===== config.mk =====
export PLATFORM = sky130hd
export DESIGN_NAME = piu_top
export DESIGN_NICKNAME = d
export VERILOG_FILES = /design/src/piu_pkg.sv /design/src/piu_top.sv /design/src/piu_bp_cmp.sv
export VERILOG_INCLUDE_DIRS = /design/src /design/src/src
export SDC_FILE = /design/constraint.sdc
export NUM_CORES = 2
export LEC_CHECK = 0
export BUFFER_PORTS_ARGS = -buffer_cell sky130_fd_sc_hd__buf_4
export CAP_MARGIN = 25
export CORE_MARGIN = 8
export CORE_UTILIZATION = 40
export CTS_CLUSTER_DIAMETER = 80
export DETAILED_ROUTE_END_ITERATION = 7
export MAX_ROUTING_LAYER = met4
export PLACE_DENSITY = 0.56
export SYNTH_ARGS = -nofsm -noshare
export SYNTH_HDL_FRONTEND = slang
export SYNTH_SLANG_ARGS = --single-unit

===== constraint.sdc =====
create_clock -name pclk -period 8.96 [get_ports pclk]
set_input_delay 0.448 -clock pclk [delete_from_list [all_inputs] [get_ports pclk]]
set_output_delay 0.448 -clock pclk [all_outputs]
set_load 0.01 [all_outputs]

===== src/piu_regs.svh =====
// Purpose: constants of the privileged instruction unit
// Assumes: included by bare name from the design files
// Notes:   offsets are APB byte addresses; bit positions are little-endian indices
`ifndef PIU_REGS_SVH
`define PIU_REGS_SVH

// function codes
`define PIU_FN_IDLE     8'h00
`define PIU_FN_BRK      8'h04
`define PIU_FN_TEST     8'h06
`define PIU_FN_IO       8'h08
`define PIU_FN_EXIT     8'h09
`define PIU_FN_TIMER    8'h0A
`define PIU_FN_XR_STORE 8'h0C
`define PIU_FN_XR_LOAD  8'h0D
`define PIU_FN_XLATE    8'h0E

// APB register offsets
`define PIU_OFF_STATUS  12'h000
`define PIU_OFF_BP_LO   12'h004
`define PIU_OFF_BP_HI   12'h008
`define PIU_OFF_TIMER   12'h00C
`define PIU_OFF_PEND    12'h010
`define PIU_OFF_EXV_LO  12'h014
`define PIU_OFF_EXV_HI  12'h018

// test-mode designator fields (designator bit 7 is the disable bit, bit 6 the inversion field's msb)
`define PIU_TEST_DIS_BIT 7
`define PIU_TEST_INV_MSB 6

// breakpoint word fields
`define PIU_BP_ADDR_MSB 47
`define PIU_BP_ADDR_LSB 5
`define PIU_BP_WR_BIT   2
`define PIU_BP_RD_BIT   1

// pending register layout
`define PIU_PEND_W      18
`define PIU_PEND_TIMER  17
`define PIU_CHAN_LAST   16

// translation register block
`define PIU_XR_NUM      16
`define PIU_XR_LAST     4'hF
`define PIU_XR_BASE     48'h0000_0000_4000

// reset values
`define PIU_RST_W64     64'h0000_0000_0000_0000
`define PIU_RST_A48     48'h0000_0000_0000
`define PIU_RST_W32     32'h0000_0000

`endif


===== src/piu_pkg.sv =====
// Purpose: types shared by the privileged instruction unit
// Assumes: one processor clock
// Notes:   field widths follow the 64-bit word and 48-bit address
package piu_pkg;

  typedef struct packed {
    logic        valid;
    logic        sup;
    logic [7:0]  func;
    logic [7:0]  r_des;
    logic [7:0]  s_des;
    logic [7:0]  t_des;
    logic [63:0] r_val;
    logic [63:0] s_val;
    logic [63:0] t_val;
  } piu_ins_t;

  typedef struct packed {
    logic        valid;
    logic        write;
    logic [47:0] addr;
  } piu_opnd_t;

  typedef struct packed {
    logic        valid;
    logic [7:0]  t_des;
    logic [63:0] data;
  } piu_res_t;

  typedef struct packed {
    logic        valid;
    logic        to_sup;
    logic        same_rf;
    logic [47:0] target;
    logic [47:0] rf_origin;
    logic [63:0] bp_save;
  } piu_xchg_t;

  typedef struct packed {
    logic        valid;
    logic        write;
    logic [47:0] addr;
    logic [63:0] wdata;
  } piu_mem_req_t;

  typedef struct packed {
    logic        valid;
    logic [47:0] target;
  } piu_br_t;

  typedef enum logic [1:0] {
    ST_RUN,
    ST_IDLE,
    ST_STORE,
    ST_LOAD
  } piu_state_t;

endpackage


===== src/piu_top.sv =====
// Purpose: execution of supervisor-only instructions, breakpoint, timer, pending map
// Assumes: one instruction in flight; mode supplied with each instruction
// Notes:   APB slave has no wait states; unmapped offsets answer pslverr
`include "piu_regs.svh"

// Notes on behaviour
// RQ1 - idle enables interrupts, halts until one
// RQ2 - breakpoint code copies R to breakpoint
// RQ3 - address match sets data flag bit 47
// RQ4 - usage bits pick write and read operands
// RQ5 - test mode only in supervisor, else no-op
// RQ6 - designator one sets, zero clears mode
// RQ7 - bit 8 disables single-error correction
// RQ8 - bits 9-15 invert write checkword bits
// RQ9 - software clears test modes before exchange
// RQ10 - io raises selected channel flag, continues
// RQ11 - user exit goes to supervisor vector
// RQ12 - supervisor exit uses T package, S origin
// RQ13 - zero S keeps shared register file
// RQ14 - high sixteen bits of S, T ignored
// RQ15 - timer load takes low 32 bits
// RQ16 - translation registers move at 4000 hex
// RQ17 - contents after store are undefined
// RQ18 - pending bit n is channel n
// RQ19 - unused designators are zero by software
// RQ20 - translate reports lowest pending as code
// RQ21 - translate clears only the reported bit
// RQ22 - privileged codes trap in user mode
module piu_top (
  input  wire logic                  pclk,
  input  wire logic                  presetn,
  input  wire logic                  psel,
  input  wire logic                  penable,
  input  wire logic                  pwrite,
  input  wire logic           [11:0] paddr,
  input  wire logic           [31:0] pwdata,
  output logic                [31:0] prdata,
  output logic                       pready,
  output logic                       pslverr,
  input  wire piu_pkg::piu_ins_t     ins,
  output logic                       ins_ready,
  input  wire piu_pkg::piu_opnd_t    opnd,
  input  wire logic           [16:0] chan_irq,
  input  wire logic                  mem_ack,
  input  wire logic           [63:0] mem_rdata,
  output piu_pkg::piu_mem_req_t      mem_req,
  output piu_pkg::piu_res_t          res,
  output piu_pkg::piu_xchg_t         xchg,
  output piu_pkg::piu_br_t           br,
  output logic                       trap,
  output logic                       halted,
  output logic                       ext_irq_en,
  output logic                       secded_dis,
  output logic                [6:0]  chk_inv,
  output logic                [16:0] chan_flag,
  output logic                       df_bp_set
);
  import piu_pkg::*;

  ////////////////////////////////////////////////////////////////////////////
  // state
  piu_state_t                    state_ff, nxt_state;
  logic [63:0]                   bp_ff;
  logic [31:0]                   tmr_ff;
  logic [`PIU_PEND_W-1:0]        pend_ff;
  logic [47:0]                   exv_ff;
  logic [3:0]                    xr_idx_ff;
  logic [63:0]                   xr_ff [`PIU_XR_NUM];
  logic                          irq_en_ff;
  logic                          dis_ff;
  logic [6:0]                    inv_ff;
  logic [16:0]                   flag_ff;
  logic                          bp_hit_ff;
  logic                          trap_ff;
  piu_res_t                      res_ff;
  piu_xchg_t                     xchg_ff;
  piu_br_t                       br_ff;

  ////////////////////////////////////////////////////////////////////////////
  // instruction decode
  wire take      = ins.valid & ins_ready;
  wire fn_idle   = ins.func == `PIU_FN_IDLE;
  wire fn_brk    = ins.func == `PIU_FN_BRK;
  wire fn_test   = ins.func == `PIU_FN_TEST;
  wire fn_io     = ins.func == `PIU_FN_IO;
  wire fn_exit   = ins.func == `PIU_FN_EXIT;
  wire fn_tmr    = ins.func == `PIU_FN_TIMER;
  wire fn_sto    = ins.func == `PIU_FN_XR_STORE;
  wire fn_lod    = ins.func == `PIU_FN_XR_LOAD;
  wire fn_xl     = ins.func == `PIU_FN_XLATE;
  wire fn_priv   = fn_idle | fn_io | fn_tmr | fn_sto | fn_lod | fn_xl;
  wire fn_known  = fn_priv | fn_brk | fn_test | fn_exit;
  wire sup_go    = take & ins.sup;
  // test mode in user mode is a plain no-op, so it is not in fn_priv
  wire do_trap   = take & ((fn_priv & ~ins.sup) | ~fn_known); // RQ22
  wire do_idle   = sup_go & fn_idle;
  wire do_brk    = take & fn_brk;
  wire do_test   = sup_go & fn_test;                          // RQ5
  wire do_io     = sup_go & fn_io;
  wire do_tmr    = sup_go & fn_tmr;
  wire do_sto    = sup_go & fn_sto;
  wire do_lod    = sup_go & fn_lod;
  wire do_xl     = sup_go & fn_xl;
  wire exit_user = take & fn_exit & ~ins.sup;
  wire exit_sup  = take & fn_exit & ins.sup;

  ////////////////////////////////////////////////////////////////////////////
  // pending register: lowest set bit, single-bit test
  logic [4:0]             low_code;
  logic [`PIU_PEND_W-1:0] low_hot;
  always_comb begin
    low_code = 5'h00;
    low_hot  = '0;
    for (int i = `PIU_PEND_W - 1; i >= 1; i--) begin
      if (pend_ff[i]) begin
        low_code = 5'(i); // RQ20
        low_hot  = `PIU_PEND_W'(1) << i;
      end
    end
  end

  wire pend_any = |pend_ff;
  wire pend_one = pend_any & ~|(pend_ff & (pend_ff - `PIU_PEND_W'(1)));

  // bit 0 never sets; channels land on their own index
  wire tmr_exp = (tmr_ff == 32'h0000_0001) & ~do_tmr;
  wire [`PIU_PEND_W-1:0] pend_set = {tmr_exp, chan_irq[16:1], 1'b0};     // RQ18

  ////////////////////////////////////////////////////////////////////////////
  // APB slave
  wire        apb_acc = psel & penable;
  wire        apb_wr  = apb_acc & pwrite;
  wire        sel_st  = paddr == `PIU_OFF_STATUS;
  wire        sel_bpl = paddr == `PIU_OFF_BP_LO;
  wire        sel_bph = paddr == `PIU_OFF_BP_HI;
  wire        sel_tmr = paddr == `PIU_OFF_TIMER;
  wire        sel_pnd = paddr == `PIU_OFF_PEND;
  wire        sel_exl = paddr == `PIU_OFF_EXV_LO;
  wire        sel_exh = paddr == `PIU_OFF_EXV_HI;
  wire        mapped  = sel_st | sel_bpl | sel_bph | sel_tmr | sel_pnd | sel_exl | sel_exh;
  wire [31:0] status  = {21'h00_0000, inv_ff, dis_ff, irq_en_ff,
                         state_ff == ST_IDLE, state_ff != ST_RUN};

  assign pready  = 1'b1;
  assign pslverr = apb_acc & ~mapped;
  assign prdata  = sel_st  ? status :
                   sel_bpl ? bp_ff[31:0] :
                   sel_bph ? bp_ff[63:32] :
                   sel_tmr ? tmr_ff :
                   sel_pnd ? {14'h0000, pend_ff} :
                   sel_exl ? exv_ff[31:0] :
                   sel_exh ? {16'h0000, exv_ff[47:32]} : 32'h0000_0000;

  // set wins over both clears
  wire [`PIU_PEND_W-1:0] pend_clr = (do_xl ? low_hot : '0) |                  // RQ21
                                    (apb_wr & sel_pnd ? pwdata[`PIU_PEND_W-1:0] : '0);
  wire [`PIU_PEND_W-1:0] nxt_pend = (pend_ff & ~pend_clr) | pend_set;

  ////////////////////////////////////////////////////////////////////////////
  // breakpoint
  logic bp_hit;
  piu_bp_cmp u_bp_cmp (
    .bp_word (bp_ff),
    .opnd    (opnd),
    .hit     (bp_hit)
  );

  wire [63:0] nxt_bp = do_brk         ? ins.r_val : // RQ2
                       apb_wr & sel_bpl ? {bp_ff[63:32], pwdata} :
                       apb_wr & sel_bph ? {pwdata, bp_ff[31:0]} : bp_ff;

  wire [47:0] nxt_exv = apb_wr & sel_exl ? {exv_ff[47:32], pwdata} :
                        apb_wr & sel_exh ? {pwdata[15:0], exv_ff[31:0]} : exv_ff;

  ////////////////////////////////////////////////////////////////////////////
  // timer, test modes, channel flags
  wire [31:0] nxt_tmr = do_tmr ? ins.r_val[31:0] : // RQ15
                        (tmr_ff != 32'h0000_0000) ? tmr_ff - 32'h0000_0001 : tmr_ff;

  wire        nxt_dis = do_test ? ins.r_des[`PIU_TEST_DIS_BIT] : dis_ff;       // RQ6 RQ7
  wire [6:0]  nxt_inv = do_test ? ins.r_des[`PIU_TEST_INV_MSB:0] : inv_ff;     // RQ6 RQ8

  // out-of-range channel numbers raise nothing
  wire        io_ok    = (ins.r_des != 8'h00) & (ins.r_des <= 8'(`PIU_CHAN_LAST));
  wire [16:0] nxt_flag = (do_io & io_ok) ? 17'h00001 << ins.r_des[4:0] : 17'h00000; // RQ10

  wire nxt_irq_en = (do_idle | exit_sup) ? 1'b1 :                              // RQ1
                    (exit_user | do_trap) ? 1'b0 : irq_en_ff;

  ////////////////////////////////////////////////////////////////////////////
  // exchange, translate result and branch
  wire [47:0] s_addr = ins.s_val[47:0]; // RQ14
  wire [47:0] t_addr = ins.t_val[47:0]; // RQ14
  piu_xchg_t nxt_xchg;
  assign nxt_xchg.valid     = exit_user | exit_sup;
  assign nxt_xchg.to_sup    = exit_user; // RQ11
  assign nxt_xchg.same_rf   = exit_sup & ((ins.s_des == 8'h00) | (s_addr == 48'h0)); // RQ13
  assign nxt_xchg.target    = exit_user ? exv_ff : t_addr;                     // RQ11 RQ12
  assign nxt_xchg.rf_origin = exit_sup ? s_addr : `PIU_RST_A48;                // RQ12
  assign nxt_xchg.bp_save   = bp_ff; // RQ2

  piu_res_t nxt_res;
  assign nxt_res.valid = do_xl;
  assign nxt_res.t_des = ins.t_des;
  assign nxt_res.data  = {59'h0, low_code}; // RQ20

  // branch index counts half-words of 32 bits
  piu_br_t nxt_br;
  assign nxt_br.valid  = do_xl & pend_one;
  assign nxt_br.target = ins.r_val[47:0] + {ins.s_val[42:0], 5'h00};

  ////////////////////////////////////////////////////////////////////////////
  // sequencer: idle wait and translation register transfers
  wire xr_last = xr_idx_ff == `PIU_XR_LAST;
  always_comb begin
    nxt_state = state_ff;
    unique case (state_ff)
      ST_RUN: begin
        if (do_idle) begin
          nxt_state = ST_IDLE; // RQ1
        end else if (do_sto) begin
          nxt_state = ST_STORE; // RQ16
        end else if (do_lod) begin
          nxt_state = ST_LOAD; // RQ16
        end
      end
      ST_IDLE: begin
        if (pend_any) begin
          nxt_state = ST_RUN; // RQ1
        end
      end
      ST_STORE, ST_LOAD: begin
        if (mem_ack & xr_last) begin
          nxt_state = ST_RUN;
        end
      end
    endcase
  end

  wire        xr_step    = (state_ff == ST_STORE || state_ff == ST_LOAD) & mem_ack;
  // index holds through memory wait cycles, wraps to zero after the last word
  wire [3:0]  nxt_xr_idx = xr_step ? xr_idx_ff + 4'h1 :
                           mem_req.valid ? xr_idx_ff : 4'h0;
  wire        xr_wr      = (state_ff == ST_LOAD) & mem_ack;

  // entries stay as they were after a store; software must not count on that
  generate
    for (genvar g = 0; g < `PIU_XR_NUM; g++) begin : g_xr
      always_ff @(posedge pclk or negedge presetn) begin
        if (!presetn) begin
          xr_ff[g] <= `PIU_RST_W64;
        end else if (xr_wr && xr_idx_ff == 4'(g)) begin
          xr_ff[g] <= mem_rdata; // RQ16 RQ17
        end
      end
    end
  endgenerate

  assign mem_req.valid = (state_ff == ST_STORE) | (state_ff == ST_LOAD);
  assign mem_req.write = state_ff == ST_STORE;
  assign mem_req.addr  = `PIU_XR_BASE + {44'h0, xr_idx_ff};                    // RQ16
  assign mem_req.wdata = xr_ff[xr_idx_ff];

  ////////////////////////////////////////////////////////////////////////////
  // registers
  always_ff @(posedge pclk or negedge presetn) begin
    if (!presetn) begin
      state_ff  <= ST_RUN;
      bp_ff     <= `PIU_RST_W64;
      tmr_ff    <= `PIU_RST_W32;
      pend_ff   <= '0;
      exv_ff    <= `PIU_RST_A48;
      xr_idx_ff <= 4'h0;
      irq_en_ff <= 1'b0;
      dis_ff    <= 1'b0;
      inv_ff    <= 7'h00;
      flag_ff   <= 17'h00000;
      bp_hit_ff <= 1'b0;
      trap_ff   <= 1'b0;
      res_ff    <= '0;
      xchg_ff   <= '0;
      br_ff     <= '0;
    end else begin
      state_ff  <= nxt_state;
      bp_ff     <= nxt_bp;
      tmr_ff    <= nxt_tmr;
      pend_ff   <= nxt_pend;
      exv_ff    <= nxt_exv;
      xr_idx_ff <= nxt_xr_idx;
      irq_en_ff <= nxt_irq_en;
      dis_ff    <= nxt_dis;
      inv_ff    <= nxt_inv;
      flag_ff   <= nxt_flag;
      bp_hit_ff <= bp_hit; // RQ3
      trap_ff   <= do_trap; // RQ22
      res_ff    <= nxt_res;
      xchg_ff   <= nxt_xchg;
      br_ff     <= nxt_br;
    end
  end

  ////////////////////////////////////////////////////////////////////////////
  // outputs
  assign ins_ready  = state_ff == ST_RUN;
  assign halted     = state_ff == ST_IDLE;
  assign ext_irq_en = irq_en_ff;
  assign secded_dis = dis_ff;
  assign chk_inv    = inv_ff;
  assign chan_flag  = flag_ff;
  assign df_bp_set  = bp_hit_ff;
  assign trap       = trap_ff;
  assign res        = res_ff;
  assign xchg       = xchg_ff;
  assign br         = br_ff;
endmodule


===== src/piu_bp_cmp.sv =====
// Purpose: breakpoint address compare on processor operands
// Assumes: one operand request per cycle at most
// Notes:   combinational; the caller registers the hit
`include "piu_regs.svh"
module piu_bp_cmp (
  input  wire logic               [63:0] bp_word,
  input  wire piu_pkg::piu_opnd_t        opnd,
  output logic                           hit
);
  import piu_pkg::*;

  wire addr_eq = opnd.addr[`PIU_BP_ADDR_MSB:`PIU_BP_ADDR_LSB] ==
                 bp_word[`PIU_BP_ADDR_MSB:`PIU_BP_ADDR_LSB]; // RQ3
  wire wr_sel  = opnd.write & bp_word[`PIU_BP_WR_BIT];          // RQ4
  wire rd_sel  = ~opnd.write & bp_word[`PIU_BP_RD_BIT];         // RQ4

  assign hit = opnd.valid & addr_eq & (wr_sel | rd_sel);        // RQ3
endmodule


## Word-level counts from Yosys, hierarchy flattened

Cells that the tools add are included.

| cells by class | value |
|---|---|
| muxes and demuxes | 65 |
| $lt $le $gt $ge | 2 |
| shift operators | 1 |
| bitwise operators | 69 |
| equal/unequal tests | 39 |
| add/subtract/negate cells | 5 |
| reduce and logical (&&, ||, !) cells | 37 |

Operators by type and width:

| operator | count |
|---|---|
| $mux 18 | 19 |
| $mux 64 | 5 |
| $mux 32 | 9 |
| $bmux 64 s4 | 1 |
| $mux 48 | 2 |
| $mux 5 | 17 |
| $add 48x48->48 | 1 |
| $eq 8x4->1 const B | 6 |
| $logic_not 48->1 | 1 |
| $eq 43x43->1 | 1 |
| $and 1x1->1 | 36 |
| $and 18x18->18 | 2 |
| $eq 12x5->1 const B | 3 |
| $or 18x18->18 | 2 |
| $reduce_or 18->1 | 2 |
| $eq 32x1->1 const B | 1 |
| $eq 4x4->1 const B | 8 |
| $reduce_bool 32->1 | 1 |
| $sub 32x1->32 const B | 1 |
| $eq 12x4->1 const B | 2 |
| $or 1x1->1 | 21 |
| $not 18->18 | 1 |
| $sub 18x1->18 const B | 1 |
| $mux 17 | 1 |
| 34 further kinds | 74 |

| storage, ports and cells | value |
|---|---|
| register bits | 1446 |
| logic and storage cells | 259 |
| output and inout bits | 463 |

## Longest topological paths before layout

| depth | value |
|---|---|
| depth in word-level cells | 22 |
| mapped depth | 12 |
| gate-level depth less buffers | 12 |

## By module

Synthesis repeated with hierarchy kept, for this count alone.

| second synthesis, totals | value |
|---|---|
| cell total of the unflattened synthesis | 4557 |
| area total of the unflattened synthesis | 65934.5 um^2 |

By module, submodules not included:

| module | seq. area each (um^2) | area an instance (um^2) | times used | cells an instance |
|---|---|---|---|---|
| piu_top | 36184.7 | 65446.5 | 1 | 4497 |
| piu_bp_cmp | 0.0 | 488.0 | 1 | 60 |

## Worst setup path after synthesis

No wires, ideal clock.

| timing path | value |
|---|---|
| path type | register to register |
| start point | register xr_idx_ff[0] |
| end point | register xr_ff[835] (netlist bit) |
| data required time | 8835 ps |
| cell stages (with the launch flop) | 10 |
| setup time | 125 ps |
| arrival | 2835 ps |
| slack | 6000 ps |
| cell sequence | dfrtp_1 -> clkbuf_1 -> buf_2 -> clkbuf_1 -> inv_1 -> ha_1 -> nand2_1 -> nor3_1 -> clkbuf_1 -> mux2_2 |

| on the way | value |
|---|---|
| word-level cells in the longest chain between the ends | 2 |

RTL lines:

| item | RTL line | source |
|---|---|---|
| from (decl) | piu_top.sv:67 | `logic [3:0] xr_idx_ff;` |
| from (signal assigned) | piu_top.sv:289 | `xr_idx_ff <= nxt_xr_idx;` |
| $eq 4x2->1 | piu_top.sv:252 | `end else if (xr_wr && xr_idx_ff == 4'(g)) begin` |
| $logic_and 1x1->1 | piu_top.sv:252 |  |
| to (signal, indexed assignment) | piu_top.sv:251 | `` xr_ff[g] <= `PIU_RST_W64; `` |
| to (signal, indexed assignment) | piu_top.sv:253 | `xr_ff[g] <= mem_rdata;` |
| to (decl) | piu_top.sv:68 | `` logic [63:0] xr_ff [`PIU_XR_NUM]; `` |

No other way between the ends.
A chain may end at the register's enable or synchronous reset.

==> flow_summary_export.csv <==
group,metric,value,unit
sta,finalSetupViolations,0,
sta,relSlewSlack,27.6,%
detailed_routing,vias,43855,
cts,cts_hold_buf,306,
detailed_routing,routed_wl,242,mm
sta,finalMaxSlewViolations,0,
detailed_routing,antenna_left,0,
global_routing,first_global_vias,45718,
sta,hold_viol,0,
sta,rsz0062_at_grt,"false",
logic_synthesis,syn-instance-count,4585,
sta,finalClockSkew,0.0749,ns
critical_path,required,8.51,ns
power_and_ir_drop,p_per_area,220,nW/µm²
cts,cts-resized-gates,0,
logic_synthesis,synth_flop_cell,"dfrtp_1",
global_routing,grt_usage,27.3,%
critical_path,critPathKind,"reg -> out",
power_and_ir_drop,max-vdd-ir-drop,307,µV
logic_synthesis,synth_warnings,0,
run_status,status,"complete, no violations",
detailed_routing,drt-initial-drc-count,3746,
final_layout,nets,5983,
cts,cts_buffer_depth,3,
sta,fin_tns_setup,0,ns
sta,worst_slack,4.41,ns
placement,io_buffers,727,
sta,worst_pin_slew,1.09,ns
logic_synthesis,synth_top_cell_area_share,54.7,%
critical_path,crit_fanout,44,
run,maxCapViolations,0,
detailed_routing,avgViaCountPerCell,5.56,
cts,clock-root-buffer,"clkbuf_16",
floorplanning,die_w,423,µm
logic_synthesis,synth_edf_count,0,
detailed_routing,first_pass_iters,8,
floorplanning,die_h,423,µm
logic_synthesis,yosysUniqueCellTypes,79,
cts,htree_num_levels,4,
placement,dp_hpwl,166,mm
sta,min_period,4.55,ns
detailed_routing,route.detailed.drc,0,
critical_path,crit_path_start_kind,"register",
floorplanning,core_area,165000,µm²
cts,cts_tree,"yes",
cts,cts_setup_buffers,0,
logic_synthesis,synth_area_leaders,"dfrtp_1 55%, mux2_2 19%, mux4_2 11%",
final_layout,n_fill_cell,14343,
logic_synthesis,syn_area_per_cell,14.4,µm²
placement,place_congestion,0.988,
floorplanning,ios,870,
logic_synthesis,seq_area_frac_synth,54.7,%
critical_path,arrival,4.10,ns
floorplanning,dieArea,179000,µm²
power_and_ir_drop,leakage,39.2,nW
logic_synthesis,async_reset_ff_share,100,%
logic_synthesis,yosys.area.top_type,"dfrtp_1",
cts,insertion_delay,0.81,ns
cts,clk_pin_slew,0.06,ns
final_layout,instances_no_fill,7887,
cts,numCtsBuffers,166,
cts,cts.sinks,1446,
global_routing,grt_pass1_wl,346,mm
final_layout,areaGrowthSynthToFinish,24.8,%
hold_path,hold_class,"in -> reg",
global_routing,globalRoute.totalOverflow,0,
placement,pre_cts_ws,4.64,ns
sta,fmax,0.220,GHz
critical_path,end_kind,"primary output",
global_routing,antenna_found_initial,54,
logic_synthesis,syn_area,66100,µm²
logic_synthesis,synth_seq_cells,1446,
floorplanning,initial_core_util,40.2,%
global_routing,grt_max_degree,160,
placement,dp_cells,7236,
sta,finalCritPeriodShare,50.8,%
final_layout,drive_above_1_share,46.0,%
floorplanning,row_count,149,
detailed_routing,wl_per_cell,30.7,µm
final_layout,utilization,50.2,%
cells in the final DEF, fill, tap and decap left out, types with 12 or more instances in the layout:
master	synthesis	layout
dfrtp_1	1446	1442
clkbuf_8	0	42
mux2_2	1137	1137
ha_1	48	48
a222oi_1	14	14
xor2_1	59	59
clkbuf_16	0	166
or2_2	13	13
dlygate4sd3_1	0	306
conb_1	2	105
o22ai_1	13	13
nor2_1	196	183
nor4_1	37	37
nor3_1	39	33
nor2_4	0	13
a211oi_1	14	14
diode_2	0	36
o21ai_0	55	55
mux4_2	320	320
inv_1	28	27
a21o_1	30	30
buf_4	104	787
clkinv_2	0	26
clkbuf_1	281	33
bufinv_16	0	12
or3_1	13	12
nand4_1	18	18
nand2_1	117	116
mux2i_1	99	99
xnor2_1	30	30
and3_1	56	56
a21oi_1	165	165
nand3_1	30	30
worst max-delay path, stage by stage, from the launching register on:
cell     delay [ns]
dfrtp_4        1.01
buf_4          0.83
mux4_2         0.60
mux4_2         0.58
buf_4          0.19
per-stage QoR:
stage	hold WS [ns]	power [W]	cell area, µm²
after global routing	0.0128	0.0189	82600
after global placement	0.385	0.0111	73400
after CTS	0.000239	0.0184	82300
final	0.0742	0.0182	82600
after floorplan	0.152	0.00947	66500
after detailed placement	0.382	0.0112	73500
Yosys cell counts (all sizes together), types with 38 or more instances:
| library cell | count |
|---|---|
| nor4 | 38 |
| buf | 160 |
| dfrtp | 1446 |
| mux2i | 99 |
| and3 | 56 |
| nor3 | 42 |
| o21ai | 57 |
| mux2 | 1137 |
| mux4 | 320 |
| xor2 | 59 |
| nand2 | 117 |
| clkbuf | 281 |
| nor2 | 198 |
| ha | 48 |
| a21oi | 167 |
layer usage:
layer / global-route usage, % / up-vias / wire length [µm]
met3: 5.51 / 401 / 15800
met2: 42.7 / 1567 / 116000
li1: - / 18639 / -
met5: - / - / 0
met4: 12.6 / 0 / 12700
met1: 34.4 / 23248 / 98300
where the power goes:
group | switching [W] | total [W] | internal, W
Sequential | 0.000456 | 0.00753 | 0.00707
Clock | 0.00288 | 0.00703 | 0.00414
Combinational | 0.00177 | 0.00360 | 0.00183
registers in the layout (all words and copies together), names as in the netlist:
name / cells
xr_ff: 1024
xchg: 163
bp_ff: 64
br: 49
exv_ff: 48
tmr_ff: 32
pend_ff: 18
chan_flag: 17
res: 14
chk_inv: 7
xr_idx_ff: 4
state_ff: 2
df_bp_set: 1
ext_irq_en: 1
secded_dis: 1
trap: 1
final cells by class:
type	instances	area [µm²]	area share [%]
diodes	36	90.1	0.109
clock buffers	241	4860	5.88
clock inverters	62	865	1.05
inverters	29	109	0.132
multi-input cells	2772	28300	34.3
flip-flops and latches	1446	36200	43.8
well taps	2189	2740	3.32
repair buffers	1112	9400	11.4
cell families after synthesis:
family	Yosys count	share of synthesized area, %
AO/OA/AOI/OAI	397	3.84
XOR/XNOR	89	1.18
adder cells (fa/ha/maj)	51	0.969
buffers and inverters	470	3.30
flip-flops	1446	54.7
multiplexers	1556	31.8
other	2	0.0114
AND/OR/NAND/NOR	574	4.24
path summary, 6_finish.rpt:
path / cells past startpoint / to / start / slack [ns]
min in group asynchronous: 2 / br[2] / presetn / 0.19
worst min-delay path: 3 / bp_ff[38] / ins[166] / 0.07
worst max-delay path: 4 / mem_req[17] / xr_idx_ff[0] / 4.41
max in group asynchronous: 4 / xr_ff[52] / presetn / 6.53
worst max register to register: 5 / xr_ff[272] / xr_idx_ff[0] / 4.68
worst min register to register: 0 / xchg[0] / bp_ff[0] / 0.41
Power figures use the tool's default switching activity.
